--- src/power_seq_map.svh ---
// Register offsets, field positions, reset values and timing counts
`ifndef POWER_SEQ_MAP_SVH
`define POWER_SEQ_MAP_SVH

// Printed offsets are register indexes; byte address is four times these
`define IDX_PAIR1_LINE     8'h16
`define IDX_PAIR2_LINE     8'h17
`define IDX_POP_CTRL2      8'h39
`define IDX_SEQ_LAUNCH     8'h49
// Target control registers written by the sequencer
`define IDX_PWR_MGMT1      8'h01
`define IDX_SERVO_CTRL     8'h54
`define IDX_CPUMP_CTRL     8'h4C
`define IDX_HP_ANALOGUE    8'h60
`define IDX_DUMMY          8'hFF
// Status register of our own
`define IDX_SEQ_STATUS     8'h80

`define LAUNCH_STARTUP     16'h0100
`define LAUNCH_SHUTDOWN    16'h0110
`define STARTUP_INDEX      5'h00
`define SHUTDOWN_INDEX     5'h10

`define CLAMP_BIT          0
`define MIDBUF_BIT         3
`define PAIR_LINE_RESET    16'h0001
`define POP_CTRL2_RESET    16'h0000

// Step time unit 62.5 us, in ns, and the clock period in ns
`define STEP_UNIT_NS       62500
`define CLK_PERIOD_NS      25
`define STEP_UNIT_CYC      (`STEP_UNIT_NS / `CLK_PERIOD_NS)
`define STEP_OVERHEAD      8

`endif

--- src/power_seq_pkg.sv ---
// Types shared by the sequencer files
package power_seq_pkg;

  // One program step
  typedef struct packed {
    logic [7:0] addr;
    logic [3:0] start;
    logic [2:0] width;
    logic [7:0] data;
    logic [3:0] delay;
    logic       eos;
  } step_t;

  // One register write into the control file
  typedef struct packed {
    logic        valid;
    logic [7:0]  addr;
    logic [15:0] mask;
    logic [15:0] value;
  } ctl_write_t;

  typedef enum logic [1:0] {
    SEQ_IDLE  = 2'b00,
    SEQ_WRITE = 2'b01,
    SEQ_WAIT  = 2'b10
  } seq_state_t;

endpackage

--- src/power_seq.sv ---
// Default power sequencer with AXI4-Lite register slave
`timescale 1ns/1ps
`include "power_seq_map.svh"

// What this block does
// Writing 0100h to launch register 49h runs start-up from step 0
// Step 0 sets charge pump bit; step 1 writes 07h at bit 7 of 01h
// Step 2 writes 11h from bit 1 of 60h; step 3 writes 33h to 54h
// Steps 4 to 6 are dummy writes to FFh with delays 5h, 0h, 0h
// Step 7 writes 3Bh from bit 2 of 60h and ends start-up
// Writing 0110h to launch register runs shut-down from step 16
// Steps 16 to 18 clear output, servo and input-stage fields
// Step 19 clears charge pump; step 20 clears speaker bits and ends
// Each input pair clamps to mid-rail when clamp set and stage off
// Mid-rail buffer runs only while bit 3 of 39h is set, reset 0
// Clamp bits at bit 0 of 16h and 17h reset to one
// Each step lasts 62.5 us times two-to-the-code plus eight
// Width code 0..7 means 1..8 bits; other bits untouched
// Sequencer stops after a step with the end flag set
// Writes to FFh touch nothing but still take their time
module power_seq #(
  parameter int UNIT_CYC = `STEP_UNIT_CYC
) (
  // Clock and reset
  input  wire logic        clk,
  input  wire logic        sys_rst,
  // AXI4-Lite write address and data
  input  wire logic [9:0]  s_axi_awaddr,
  input  wire logic        s_axi_awvalid,
  output logic             s_axi_awready,
  input  wire logic [31:0] s_axi_wdata,
  input  wire logic [3:0]  s_axi_wstrb,
  input  wire logic        s_axi_wvalid,
  output logic             s_axi_wready,
  // AXI4-Lite write response
  output logic [1:0]       s_axi_bresp,
  output logic             s_axi_bvalid,
  input  wire logic        s_axi_bready,
  // AXI4-Lite read
  input  wire logic [9:0]  s_axi_araddr,
  input  wire logic        s_axi_arvalid,
  output logic             s_axi_arready,
  output logic [31:0]      s_axi_rdata,
  output logic [1:0]       s_axi_rresp,
  output logic             s_axi_rvalid,
  input  wire logic        s_axi_rready,
  // Analogue control levels
  output logic             charge_pump_enable,
  output logic             hp_left_input_stage_enable,
  output logic             hp_right_input_stage_enable,
  output logic             hp_left_intermediate_stage_enable,
  output logic             hp_right_intermediate_stage_enable,
  output logic             hp_left_output_stage_enable,
  output logic             hp_right_output_stage_enable,
  output logic             hp_left_short_removal,
  output logic             hp_right_short_removal,
  output logic [1:0]       servo_channel_enable,
  output logic [1:0]       servo_startup_trigger,
  output logic             speaker_output_enable,
  output logic             midrail_reference_buffer_on,
  output logic             pair1_clamp_connect,
  output logic             pair2_clamp_connect,
  output logic             seq_busy
);

  localparam logic [1:0] RESP_OKAY   = 2'b00;
  localparam logic [1:0] RESP_SLVERR = 2'b10;

  // Control registers
  logic [15:0] pair1Line_r, pair1Line_nxt;
  logic [15:0] pair2Line_r, pair2Line_nxt;
  logic [15:0] popCtrl2_r, popCtrl2_nxt;
  logic [15:0] launch_r, launch_nxt;
  logic [15:0] pwrMgmt1_r, pwrMgmt1_nxt;
  logic [15:0] servoCtl_r, servoCtl_nxt;
  logic [15:0] cpumpCtl_r, cpumpCtl_nxt;
  logic [15:0] hpAnalog_r, hpAnalog_nxt;
  // Bus handshake state
  logic        awHeld_r, awHeld_nxt;
  logic        wHeld_r, wHeld_nxt;
  logic [9:0]  awAddr_r, awAddr_nxt;
  logic [31:0] wData_r, wData_nxt;
  logic [3:0]  wStrb_r, wStrb_nxt;
  logic        bValid_r, bValid_nxt;
  logic [1:0]  bResp_r, bResp_nxt;
  logic        rValid_r, rValid_nxt;
  logic [31:0] rData_r, rData_nxt;
  logic [1:0]  rResp_r, rResp_nxt;
  // Sequencer state
  power_seq_pkg::seq_state_t state_r, state_nxt;
  logic [4:0]  index_r, index_nxt;
  // Level outputs
  logic        busyOut_r;
  logic        midBuf_r, clamp1_r, clamp2_r;

  power_seq_pkg::step_t      curStep;
  power_seq_pkg::ctl_write_t seqWr;
  logic        timerLoad;
  logic        timerDone;
  logic        busWrite;

  step_rom u_rom (
    .index (index_r),
    .step  (curStep)
  );

  step_timer #(
    .UNIT_CYC (UNIT_CYC)
  ) u_timer (
    .clk     (clk),
    .sys_rst (sys_rst),
    .load    (timerLoad),
    .code    (curStep.delay),
    .done    (timerDone)
  );

  // Field mask from width code and start bit
  function automatic logic [15:0] fieldMask(input logic [2:0] w,
                                            input logic [3:0] s);
    logic [15:0] base;
    base = 16'((17'h1 << (w + 3'h1 == 3'h0 ? 17'd8 : 17'(w) + 17'd1))
               - 17'h1);
    fieldMask = base << s;
  endfunction

  // Merge of new field bits into an old value, rest untouched
  function automatic logic [15:0] merge(input logic [15:0] old,
                                        input logic [15:0] m,
                                        input logic [15:0] v);
    merge = (old & ~m) | (v & m);
  endfunction

  // Byte-lane merge of a 16-bit register from the bus
  function automatic logic [15:0] laneWrite(input logic [15:0] old,
                                            input logic [31:0] d,
                                            input logic [3:0] st);
    laneWrite = {st[1] ? d[15:8] : old[15:8], st[0] ? d[7:0] : old[7:0]};
  endfunction

  // Sequencer step write; dummy address matches no register
  always_comb begin
    seqWr.valid = (state_r == power_seq_pkg::SEQ_WRITE);
    seqWr.addr  = curStep.addr;
    seqWr.mask  = fieldMask(curStep.width, curStep.start);
    seqWr.value = 16'(curStep.data) << curStep.start;
  end

  assign busWrite  = awHeld_r && wHeld_r && !bValid_r;
  assign timerLoad = (state_r == power_seq_pkg::SEQ_WRITE);

  // Bus write capture, response and register updates
  always_comb begin
    awHeld_nxt    = awHeld_r;
    wHeld_nxt     = wHeld_r;
    awAddr_nxt    = awAddr_r;
    wData_nxt     = wData_r;
    wStrb_nxt     = wStrb_r;
    bValid_nxt    = bValid_r;
    bResp_nxt     = bResp_r;
    pair1Line_nxt = pair1Line_r;
    pair2Line_nxt = pair2Line_r;
    popCtrl2_nxt  = popCtrl2_r;
    launch_nxt    = launch_r;
    pwrMgmt1_nxt  = pwrMgmt1_r;
    servoCtl_nxt  = servoCtl_r;
    cpumpCtl_nxt  = cpumpCtl_r;
    hpAnalog_nxt  = hpAnalog_r;
    if (s_axi_awvalid && s_axi_awready) begin
      awHeld_nxt = 1'b1;
      awAddr_nxt = s_axi_awaddr;
    end
    if (s_axi_wvalid && s_axi_wready) begin
      wHeld_nxt = 1'b1;
      wData_nxt = s_axi_wdata;
      wStrb_nxt = s_axi_wstrb;
    end
    if (s_axi_bvalid && s_axi_bready) begin
      bValid_nxt = 1'b0;
    end
    // Sequencer writes first so a bus write in the same cycle wins
    if (seqWr.valid) begin
      case (seqWr.addr)
        `IDX_PWR_MGMT1:
          pwrMgmt1_nxt = merge(pwrMgmt1_r, seqWr.mask, seqWr.value);
        `IDX_SERVO_CTRL:
          servoCtl_nxt = merge(servoCtl_r, seqWr.mask, seqWr.value);
        `IDX_CPUMP_CTRL:
          cpumpCtl_nxt = merge(cpumpCtl_r, seqWr.mask, seqWr.value);
        `IDX_HP_ANALOGUE:
          hpAnalog_nxt = merge(hpAnalog_r, seqWr.mask, seqWr.value);
        default: ;
      endcase
    end
    if (busWrite) begin
      awHeld_nxt = 1'b0;
      wHeld_nxt  = 1'b0;
      bValid_nxt = 1'b1;
      bResp_nxt  = RESP_OKAY;
      case (awAddr_r[9:2])
        `IDX_PAIR1_LINE: pair1Line_nxt = laneWrite(pair1Line_r, wData_r,
                                                   wStrb_r);
        `IDX_PAIR2_LINE: pair2Line_nxt = laneWrite(pair2Line_r, wData_r,
                                                   wStrb_r);
        `IDX_POP_CTRL2:  popCtrl2_nxt = laneWrite(popCtrl2_r, wData_r,
                                                  wStrb_r);
        `IDX_SEQ_LAUNCH: launch_nxt = laneWrite(launch_r, wData_r, wStrb_r);
        `IDX_PWR_MGMT1:  pwrMgmt1_nxt = laneWrite(pwrMgmt1_r, wData_r,
                                                  wStrb_r);
        `IDX_SERVO_CTRL: servoCtl_nxt = laneWrite(servoCtl_r, wData_r,
                                                  wStrb_r);
        `IDX_CPUMP_CTRL: cpumpCtl_nxt = laneWrite(cpumpCtl_r, wData_r,
                                                  wStrb_r);
        `IDX_HP_ANALOGUE: hpAnalog_nxt = laneWrite(hpAnalog_r, wData_r,
                                                   wStrb_r);
        `IDX_SEQ_STATUS: bResp_nxt = RESP_OKAY; // Read-only, write ignored
        default:         bResp_nxt = RESP_SLVERR;
      endcase
    end
  end

  // Launch decode, stepping and end of program
  always_comb begin
    state_nxt = state_r;
    index_nxt = index_r;
    case (state_r)
      power_seq_pkg::SEQ_IDLE: begin
        if (busWrite && awAddr_r[9:2] == `IDX_SEQ_LAUNCH &&
            wStrb_r[1:0] == 2'b11) begin
          if (wData_r[15:0] == `LAUNCH_STARTUP) begin
            index_nxt = `STARTUP_INDEX;
            state_nxt = power_seq_pkg::SEQ_WRITE;
          end else if (wData_r[15:0] == `LAUNCH_SHUTDOWN) begin
            index_nxt = `SHUTDOWN_INDEX;
            state_nxt = power_seq_pkg::SEQ_WRITE;
          end
        end
      end
      power_seq_pkg::SEQ_WRITE: state_nxt = power_seq_pkg::SEQ_WAIT;
      power_seq_pkg::SEQ_WAIT: begin
        if (timerDone) begin
          if (curStep.eos) begin
            state_nxt = power_seq_pkg::SEQ_IDLE;
          end else begin
            index_nxt = index_r + 5'h01;
            state_nxt = power_seq_pkg::SEQ_WRITE;
          end
        end
      end
      default: state_nxt = power_seq_pkg::SEQ_IDLE;
    endcase
  end

  // Read answer one cycle after the address is taken
  always_comb begin
    rValid_nxt = rValid_r;
    rData_nxt  = rData_r;
    rResp_nxt  = rResp_r;
    if (s_axi_rvalid && s_axi_rready) begin
      rValid_nxt = 1'b0;
    end
    if (s_axi_arvalid && s_axi_arready) begin
      rValid_nxt = 1'b1;
      rResp_nxt  = RESP_OKAY;
      rData_nxt  = 32'h0000_0000;
      case (s_axi_araddr[9:2])
        `IDX_PAIR1_LINE:  rData_nxt[15:0] = pair1Line_r;
        `IDX_PAIR2_LINE:  rData_nxt[15:0] = pair2Line_r;
        `IDX_POP_CTRL2:   rData_nxt[15:0] = popCtrl2_r;
        `IDX_SEQ_LAUNCH:  rData_nxt[15:0] = launch_r;
        `IDX_PWR_MGMT1:   rData_nxt[15:0] = pwrMgmt1_r;
        `IDX_SERVO_CTRL:  rData_nxt[15:0] = servoCtl_r;
        `IDX_CPUMP_CTRL:  rData_nxt[15:0] = cpumpCtl_r;
        `IDX_HP_ANALOGUE: rData_nxt[15:0] = hpAnalog_r;
        `IDX_SEQ_STATUS:  rData_nxt[5:0] = {busyOut_r, index_r};
        default:          rResp_nxt = RESP_SLVERR;
      endcase
    end
  end

  // Ready only while the matching holding slot is empty
  assign s_axi_awready = !awHeld_r && !bValid_r;
  assign s_axi_wready  = !wHeld_r && !bValid_r;
  assign s_axi_arready = !rValid_r;
  assign s_axi_bvalid  = bValid_r;
  assign s_axi_bresp   = bResp_r;
  assign s_axi_rvalid  = rValid_r;
  assign s_axi_rdata   = rData_r;
  assign s_axi_rresp   = rResp_r;

  // Analogue control bits straight from register flops
  assign charge_pump_enable                 = cpumpCtl_r[15];
  assign hp_left_input_stage_enable         = pwrMgmt1_r[9];
  assign hp_right_input_stage_enable        = pwrMgmt1_r[8];
  assign speaker_output_enable              = pwrMgmt1_r[12];
  assign hp_left_short_removal              = hpAnalog_r[7];
  assign hp_left_output_stage_enable        = hpAnalog_r[6];
  assign hp_left_intermediate_stage_enable  = hpAnalog_r[5];
  assign hp_right_short_removal             = hpAnalog_r[3];
  assign hp_right_output_stage_enable       = hpAnalog_r[2];
  assign hp_right_intermediate_stage_enable = hpAnalog_r[1];
  assign servo_channel_enable               = servoCtl_r[1:0];
  assign servo_startup_trigger              = servoCtl_r[5:4];
  assign seq_busy                           = busyOut_r;
  assign midrail_reference_buffer_on        = midBuf_r;
  assign pair1_clamp_connect                = clamp1_r;
  assign pair2_clamp_connect                = clamp2_r;

  // Registering; clamp levels use the disabled-stage condition
  always_ff @(posedge clk) begin
    if (sys_rst) begin
      pair1Line_r <= `PAIR_LINE_RESET;
      pair2Line_r <= `PAIR_LINE_RESET;
      popCtrl2_r  <= `POP_CTRL2_RESET;
      launch_r    <= 16'h0000;
      pwrMgmt1_r  <= 16'h0000;
      servoCtl_r  <= 16'h0000;
      cpumpCtl_r  <= 16'h0000;
      hpAnalog_r  <= 16'h0000;
      awHeld_r    <= 1'b0;
      wHeld_r     <= 1'b0;
      awAddr_r    <= 10'h000;
      wData_r     <= 32'h0000_0000;
      wStrb_r     <= 4'h0;
      bValid_r    <= 1'b0;
      bResp_r     <= 2'b00;
      rValid_r    <= 1'b0;
      rData_r     <= 32'h0000_0000;
      rResp_r     <= 2'b00;
      state_r     <= power_seq_pkg::SEQ_IDLE;
      index_r     <= 5'h00;
      busyOut_r   <= 1'b0;
      midBuf_r    <= 1'b0;
      clamp1_r    <= 1'b0;
      clamp2_r    <= 1'b0;
    end else begin
      pair1Line_r <= pair1Line_nxt;
      pair2Line_r <= pair2Line_nxt;
      popCtrl2_r  <= popCtrl2_nxt;
      launch_r    <= launch_nxt;
      pwrMgmt1_r  <= pwrMgmt1_nxt;
      servoCtl_r  <= servoCtl_nxt;
      cpumpCtl_r  <= cpumpCtl_nxt;
      hpAnalog_r  <= hpAnalog_nxt;
      awHeld_r    <= awHeld_nxt;
      wHeld_r     <= wHeld_nxt;
      awAddr_r    <= awAddr_nxt;
      wData_r     <= wData_nxt;
      wStrb_r     <= wStrb_nxt;
      bValid_r    <= bValid_nxt;
      bResp_r     <= bResp_nxt;
      rValid_r    <= rValid_nxt;
      rData_r     <= rData_nxt;
      rResp_r     <= rResp_nxt;
      state_r     <= state_nxt;
      index_r     <= index_nxt;
      busyOut_r   <= (state_nxt != power_seq_pkg::SEQ_IDLE);
      midBuf_r    <= popCtrl2_nxt[`MIDBUF_BIT];
      // Pair one feeds left input stage, pair two the right one
      clamp1_r    <= pair1Line_nxt[`CLAMP_BIT] &&
                     !pwrMgmt1_nxt[9];
      clamp2_r    <= pair2Line_nxt[`CLAMP_BIT] &&
                     !pwrMgmt1_nxt[8];
    end
  end

endmodule

--- src/step_rom.sv ---
// Default sequencer programs, start-up and shut-down
`timescale 1ns/1ps
`include "power_seq_map.svh"

module step_rom (
  // Lookup
  input  wire logic [4:0]          index,
  output power_seq_pkg::step_t     step
);

  // Fixed table, unused indexes are end-flagged dummy writes
  always_comb begin
    step = '{`IDX_DUMMY, 4'h0, 3'h0, 8'h00, 4'h0, 1'b1};
    case (index)
      5'h00: step = '{`IDX_CPUMP_CTRL, 4'hF, 3'h0, 8'h01, 4'h6, 1'b0};
      5'h01: step = '{`IDX_PWR_MGMT1, 4'h7, 3'h2, 8'h07, 4'h0, 1'b0};
      5'h02: step = '{`IDX_HP_ANALOGUE, 4'h1, 3'h4, 8'h11, 4'h0, 1'b0};
      5'h03: step = '{`IDX_SERVO_CTRL, 4'h0, 3'h6, 8'h33, 4'h9, 1'b0};
      5'h04: step = '{`IDX_DUMMY, 4'h0, 3'h0, 8'h00, 4'h5, 1'b0};
      5'h05: step = '{`IDX_DUMMY, 4'h0, 3'h0, 8'h00, 4'h0, 1'b0};
      5'h06: step = '{`IDX_DUMMY, 4'h0, 3'h0, 8'h00, 4'h0, 1'b0};
      5'h07: step = '{`IDX_HP_ANALOGUE, 4'h2, 3'h5, 8'h3B, 4'h0, 1'b1};
      5'h10: step = '{`IDX_HP_ANALOGUE, 4'h1, 3'h6, 8'h00, 4'h0, 1'b0};
      5'h11: step = '{`IDX_SERVO_CTRL, 4'h0, 3'h1, 8'h00, 4'h0, 1'b0};
      5'h12: step = '{`IDX_PWR_MGMT1, 4'h8, 3'h1, 8'h00, 4'h0, 1'b0};
      5'h13: step = '{`IDX_CPUMP_CTRL, 4'hF, 3'h0, 8'h00, 4'h0, 1'b0};
      5'h14: step = '{`IDX_PWR_MGMT1, 4'hC, 3'h1, 8'h00, 4'h0, 1'b1};
      default: ;
    endcase
  end

endmodule

--- src/step_timer.sv ---
// Per-step wait counter: unit * (2^code + 8) cycles
`timescale 1ns/1ps
`include "power_seq_map.svh"

module step_timer #(
  parameter int UNIT_CYC = `STEP_UNIT_CYC
) (
  // Clock and reset
  input  wire logic        clk,
  input  wire logic        sys_rst,
  // Control
  input  wire logic        load,
  input  wire logic [3:0]  code,
  output logic             done
);

  logic [15:0] unitCnt_r, unitCnt_nxt;
  logic [15:0] units_r, units_nxt;
  logic        busy_r, busy_nxt;

  // Units for a code, used by the load path only
  function automatic logic [15:0] unitsFor(input logic [3:0] c);
    unitsFor = 16'((32'h1 << c) + `STEP_OVERHEAD);
  endfunction

  // Unit divider then unit countdown; done pulses on the last cycle
  always_comb begin
    unitCnt_nxt = unitCnt_r;
    units_nxt   = units_r;
    busy_nxt    = busy_r;
    done        = 1'b0;
    if (load) begin
      busy_nxt    = 1'b1;
      unitCnt_nxt = 16'(UNIT_CYC - 2); // Write cycle is in it, see
      units_nxt   = unitsFor(code);
    end else if (busy_r) begin
      if (unitCnt_r != 16'h0000) begin
        unitCnt_nxt = unitCnt_r - 16'h0001;
      end else if (units_r == 16'h0001) begin
        busy_nxt = 1'b0;
        done     = 1'b1;
      end else begin
        unitCnt_nxt = 16'(UNIT_CYC - 1);
        units_nxt   = units_r - 16'h0001;
      end
    end
  end

  always_ff @(posedge clk) begin
    if (sys_rst) begin
      unitCnt_r <= 16'h0000;
      units_r   <= 16'h0000;
      busy_r    <= 1'b0;
    end else begin
      unitCnt_r <= unitCnt_nxt;
      units_r   <= units_nxt;
      busy_r    <= busy_nxt;
    end
  end

endmodule

--- config.mk ---
export PLATFORM = sky130hd
export DESIGN_NAME = power_seq
export DESIGN_NICKNAME = d
export VERILOG_FILES = /design/src/power_seq_pkg.sv /design/src/power_seq.sv /design/src/step_rom.sv /design/src/step_timer.sv
export VERILOG_INCLUDE_DIRS = /design/src
export SDC_FILE = /design/constraint.sdc
export NUM_CORES = 1
export LEC_CHECK = 0
export BUFFER_PORTS_ARGS = -buffer_cell sky130_fd_sc_hd__buf_2
export CAP_MARGIN = 40
export CORE_ASPECT_RATIO = 0.6
export CORE_MARGIN = 8
export CORE_UTILIZATION = 37
export DETAILED_ROUTE_END_ITERATION = 12
export SETUP_SLACK_MARGIN = 0.4
export SLEW_MARGIN = 0
export SYNTH_ARGS = -nofsm -noshare
export SYNTH_HDL_FRONTEND = slang
export SYNTH_SLANG_ARGS = --single-unit
--- constraint.sdc ---
create_clock -name clk -period 4.1 [get_ports clk]
set_input_delay 0.205 -clock clk [delete_from_list [all_inputs] [get_ports clk]]
set_output_delay 0.205 -clock clk [all_outputs]
set_load 0.02 [all_outputs]
# Yosys cells after proc, flatten, opt, wreduce, memory -nomap -nowiden
# Index checks and enable logic that the tools add are counted.
[op_classes]
add_sub_neg = 7
n_eq_ne = 56
shift = 4
n_mux = 63
bitwise = 10
reduce_logical = 45
[op_table]
columns = ["op", "count"]
rows = [
  ["$mux W16", 22],
  ["$pmux W28 S12", 1],
  ["$eq A8 B7 Y1 const B", 11],
  ["$and A16 B16 Y16", 5],
  ["$pmux W10 S8", 1],
  ["$or A16 B16 Y16", 4],
  ["$pmux W6 S9", 1],
  ["$sub A16 B1 Y16 const B", 3],
  ["$eq A16 B9 Y1 const B", 2],
  ["$eq A8 B5 Y1 const B", 4],
  ["$shl A1 B4 Y16 const A", 2],
  ["$ne A3 B3 Y1 const B", 9],
  ["$reduce_and A3 Y1", 9],
  ["$eq A5 B5 Y1 const B", 5],
  ["$mux W5", 5],
  ["$eq A8 B1 Y1 const B", 3],
  ["$mux W12", 2],
  ["$mux W8", 3],
  ["$eq A5 B3 Y1 const B", 4],
  ["$mux W1", 19],
  ["$reduce_or A9 Y1", 2],
  ["$add A16 B4 Y16 const B", 1],
  ["$eq A16 B1 Y1 const B", 1],
  ["$eq A8 B6 Y1 const B", 2],
  ["28 further kinds", 64],
]
[word_totals]
register_bits = 223
inputBits = 63
output_inout_bits = 59
wordCells = 224

# Logic depth before layout (Yosys ltp)
[logic_depth]
word_depth = 18
mapped_depth = 21

# Hierarchy
# A second synthesis with hierarchy kept.
[hier_totals]
cells_unflattened = 1789
area_unflattened_um2 = 13843.3
[modules_own_cells]
columns = ["mod", "instances", "cells_per_inst", "area_per_inst_um2", "seq_area_each_um2"]
rows = [
  ["power_seq", 1, 1452, 11294.6, 3723.6],
  ["step_timer", 1, 251, 2033.2, 660.6],
  ["step_rom", 1, 86, 515.5, 0.0],
]

# Worst setup path after synthesis
# OpenSTA, ideal clock, no wires.
[synth_timing]
path_type = "flip-flop to flip-flop"
from = "register index_r[0]"
to = "register pwrMgmt1_r[14]"
setup_time_ns = 0.137
t_arrival_ns = 4.131
t_required_ns = 3.963
setup_slack_ns = -0.168
stages_incl_launch_ff = 21
period_less_slack_ns = 4.268
path_cell_list = "dfxtp_1 inv_1 ha_1 clkbuf_1 buf_2 mux2i_1 o21a_1 nor2_1 ha_1 nor2_1 a21boi_0 nand2_1 ha_1 clkbuf_1 nor4b_1 a31o_2 nand2_1 a31oi_1 a21oi_1 a2111oi_0 o32ai_1"
[synth_via]
elab_chain_len = 16
[synth_rtl]
columns = ["element", "line", "rtl"]
rows = [
  ["start: declaration", "power_seq.sv:91", "logic [4:0] index_r, index_nxt;"],
  ["start signal: assignment", "power_seq.sv:355", "index_r <= index_nxt;"],
  ["$eq A5 B3 Y1", "step_rom.sv:14", "case (index)"],
  ["$reduce_or A2 Y1 (no source line)", "-", ""],
  ["$pmux W28 S12 (*)", "step_rom.sv:14", ""],
  ["$add A3 B1 Y3", "power_seq.sv:121", "base = 16'((17'h1 << (w + 3'h1 == 3'h0 ? 17'd8 : 17'(w) + 17'd1))"],
  ["$logic_not A3 Y1", "power_seq.sv:121", ""],
  ["$mux W4", "power_seq.sv:121", ""],
  ["$shl A1 B4 Y16", "power_seq.sv:121", ""],
  ["$sub A16 B1 Y16", "power_seq.sv:122", "- 17'h1);"],
  ["$shl A16 B4 Y16", "power_seq.sv:123", "fieldMask = base << s;"],
  ["$not A16 Y16", "power_seq.sv:130", "merge = (old & ~m) | (v & m);"],
  ["$and A16 B16 Y16", "power_seq.sv:130", ""],
  ["$or A16 B16 Y16", "power_seq.sv:130", ""],
  ["$mux W16 (*)", "power_seq.sv:182", "case (seqWr.addr)"],
  ["$mux W16 (*)", "power_seq.sv:181", "if (seqWr.valid) begin"],
  ["$mux W16", "power_seq.sv:199", "case (awAddr_r[9:2])"],
  ["$mux W16 (*)", "power_seq.sv:194", "if (busWrite) begin"],
  ["end signal: assignment", "power_seq.sv:340", "pwrMgmt1_r <= pwrMgmt1_nxt;"],
  ["end: declaration", "power_seq.sv:74", "logic [15:0] pwrMgmt1_r, pwrMgmt1_nxt;"],
]
# Mark *: on every way between the ends. The rest lies on a longest branch, timed or not.
# A chain may end at the register's enable or synchronous reset.

# Worst setup path after layout
[layout_timing]
from = "register index_r[1]"
to = "register clamp1_r (netlist: pair1_clamp_connect)"
[layout_via]
elab_chain_len = 18
[layout_rtl]
columns = ["element", "line", "rtl"]
rows = [
  ["$eq A5 B3 Y1", "step_rom.sv:14", ""],
  ["$reduce_or A2 Y1 (no source line)", "-", ""],
  ["$pmux W28 S12 (*)", "step_rom.sv:14", ""],
  ["$add A3 B1 Y3", "power_seq.sv:121", ""],
  ["$logic_not A3 Y1", "power_seq.sv:121", ""],
  ["$mux W4", "power_seq.sv:121", ""],
  ["$shl A1 B4 Y16", "power_seq.sv:121", ""],
  ["$sub A16 B1 Y16", "power_seq.sv:122", ""],
  ["[2 not listed]", "-", ""],
  ["$and A16 B16 Y16", "power_seq.sv:130", ""],
  ["$or A16 B16 Y16", "power_seq.sv:130", ""],
  ["$mux W16 (*)", "power_seq.sv:182", ""],
  ["$mux W16 (*)", "power_seq.sv:181", ""],
  ["$mux W16", "power_seq.sv:199", ""],
  ["$mux W16 (*)", "power_seq.sv:194", ""],
  ["$logic_not A1 Y1 (*)", "power_seq.sv:360", "!pwrMgmt1_nxt[9];"],
  ["$logic_and A1 B1 Y1 (*)", "power_seq.sv:359", "clamp1_r <= pair1Line_nxt[`CLAMP_BIT] &&"],
  ["end signal: assignment", "power_seq.sv:359", ""],
  ["end: declaration", "power_seq.sv:94", "logic midBuf_r, clamp1_r, clamp2_r;"],
]
# Marked as above.

==> impl_metrics.tcl <==
set metrics [dict create \
    gp_congestion 0.952 \
    nets 1666 \
    slew_violations 0 \
    clk_pin_slew_ps 70 \
    min_period_ps 3580 \
    path_buf_inv 2 \
    start_util_pct 37.6 \
    synth_top_family_by_area "simple AND/OR/NAND/NOR gates" \
    hp-start "sys_rst" \
    most-common-layout-cells "dfxtp_1 (216), nand2_1 (194), nor2_1 (174), a21oi_1 (128), mux2i_1 (95)" \
    vias 11871 \
    synth-adder-area-share_pct 1.07 \
    crit_type "reg -> reg" \
    crit_path_top_delay_cell "o211ai_1" \
    pin_count 122 \
    die_h_um 154 \
    synthTopCellsByArea "dfxtp_1 (37%), mux2i_1 (8.3%), nand2_1 (6.4%)" \
    regToRegStartpoint "index_r[1]" \
    wl_um 42200 \
    finalSetupTns_ps 0 \
    hold_viol_final 0 \
    yosysTopAreaCellShare_pct 37.3 \
    grt_pass1_vias 11067 \
    clkSinkCount 219 \
    dr.pass1.iters 6 \
    hold_class "in -> reg" \
    root_buffer "clkbuf_16" \
    fill_cells 3124 \
    die_x_um 246 \
    synth_top_area_cell "dfxtp_1" \
    powerDensity_nw_per_um2 332 \
    layout.cells.most_common "dfxtp_1" \
    grt_start_max_net_pins 77 \
    vdd_drop_max_mv 0.238 \
    htreeDepth 1 \
    cp.arrival_ps 3960 \
    cp.required_ps 4480 \
    cts-buffers-inserted 23 \
    synthXorXnorAreaFrac_pct 2.16 \
    area_delta_synth_final_pct 21.7 \
    synth_cell_type_count 81 \
    antenna_found_initial 1 \
    ys.flop_type "dfxtp_1" \
    ant_nets 0 \
    seq_area_um2 4390 \
    ys_seq_area_share_pct 37.3 \
    synth_mux_area_share_pct 8.46 \
    pre_cts_slack_ps 205 \
    fmaxAchievable_mhz 279 \
    grt_usage_pct 21.3 \
    drt_iter0_drc 1514 \
    synth-simple-area-share_pct 25.4 \
    syn_area_um2 11700 \
    drc_errors 0 \
    relSlewSlack_pct 34.5 \
    path_cells "inv_1 > ha_4 > buf_4 > nand2b_1 > a311oi_1 > nor2_1 > o211ai_1 > nor2_1 > nand2_1 > a31oi_1 > nor3_1" \
    grt_first_pass_wirelength_um 65100 \
    leakagePower_nw 5.14 \
    core_um2 31200 \
    crit_family "compound AO/OA/AOI/OAI gates" \
    cts_tree "built" \
    crit_top_cell "nor2_1" \
    setup_viol 0 \
    outcome "finished clean" \
    netlist_instances 1490 \
    clk_latency_ps 540 \
    globalRouteOverflowTotal 0 \
    start_kind "flip-flop" \
    grt_setup_unrepaired "true" \
    rows 50 \
    cp_max_fo 16 \
    startpoint "index_r[1]" \
    cp-end-kind "flip-flop" \
    fin_worst_skew_ps 22.3 \
    drive_gt1_share_pct 18.0 \
    post-route-period-util_pct 87.4 \
    die_area_um2 37900 \
    cts_buffer_depth 3 \
    worst_pin_slew_ps 983 \
    synth_edf_count 0 \
    wl_per_cell_um 20.8 \
    multi_input_area_um2 7130 \
    dp_hpwl_um 31000 \
    viasPerCell 5.86 \
    syn_area_per_cell_um2 7.88 \
    critPathMaxStageDelay_ps 670 \
    ys_ff_latch 219 \
    postSynth.asyncResetShare_pct 0 \
    setup_slack_ps 518 \
    portBuffers 81 \
    cap_violations 0 \
    synth_compound_gate_area_share_pct 19.7 \
    ys_warn_count 0 \
]
## synth_stat cells, drive strengths merged, types with 22 or more instances
cell type  instances
a21oi            132
a221oi            22
buf               40
clkbuf            99
dfxtp            219
mux2i             97
nand2            199
nand3             67
nor2             176
nor3              50
nor4              29
o21ai             48
## sequential cells by signal, summed over array words and instances (netlist names), 2 cells and up
name,cells
u_timer.unitCnt_r,16
wData_r,16
servoCtl_r,16
pair1Line_r,16
pair2Line_r,16
state_r,2
launch_r,16
s_axi_rdata,16
pwrMgmt1_r,16
popCtrl2_r,16
index_r,5
wStrb_r,2
u_timer.units_r,16
awAddr_r,8
cpumpCtl_r,16
hpAnalog_r,16
## where the power goes
group          switching (mW)  internal, mW  total (mW)  leakage, nW
Clock                   0.943          1.32        2.26        0.392
Combinational           0.168        0.0911       0.259         2.97
Sequential             0.0728          2.15        2.23         1.77
Total                    1.18          3.57        4.75         5.14
## through the flow
| step | instance area, um2 | total power, mW | hold slack, ps | std cells | util, % |
|---|---|---|---|---|---|
| 6_report | 14300 | 4.75 | 52.2 | 2026 | 45.8 |
| 5_1_grt | 14300 | 4.90 | 108 | 2025 | 45.8 |
| 4_1_cts | 14100 | 4.78 | 66.9 | 2020 | 45.0 |
| 3_5_place_dp | 12800 | 2.51 | 397 | 1943 | 41.0 |
| 3_3_place_gp | 12700 | 2.50 | 392 | 1936 | 40.8 |
| 2_1_floorplan | 11900 | 2.42 | 304 | 1509 | - |
## routing by layer
layer	wire, um	track usage [%]	vias to the layer above
li1	-	-	5569
met1	20600	32.9	5661
met2	15700	27.1	570
met3	5120	7.47	69
met4	796	4.30	2
met5	12	0	-
## area by class of cell
cell class                      count  share of cell area, %
Multi-Input combinational cell   1134                   49.9
Sequential cell                   219                   30.7
Timing Repair Buffer              198                   9.69
Clock buffer                       30                   4.56
Tap cell                          416                   3.64
Clock inverter                     11                   1.08
Inverter                           17                  0.446
Antenna cell                        1                 0.0175
## worst paths after layout
kind / endpoint / slack (ps) / cells after the start
min: u_timer.units_r[6] / 50 / 2
max: pair1_clamp_connect / 520 / 11
min reg2reg: cpumpCtl_r[9] / 450 / 2
max reg2reg: pair1_clamp_connect / 520 / 11
## cells by family after synthesis
| kind of cell | after synthesis |
|---|---|
| other | 2 |
| AND/OR/NAND/NOR | 623 |
| AO/OA/AOI/OAI | 352 |
| multiplexers | 99 |
| XOR/XNOR | 29 |
| flip-flops | 219 |
| buffers and inverters | 156 |
| adder cells (fa/ha/maj) | 10 |
## timing repair
action                     CTS  global route
setup endpoints to repair   19            31
hold buffers                29             0
pin swaps                   10            24
gates resized for setup     24            44
hold endpoints to repair    28             0
setup buffers                7             5
Power figures use the tool's default switching activity.
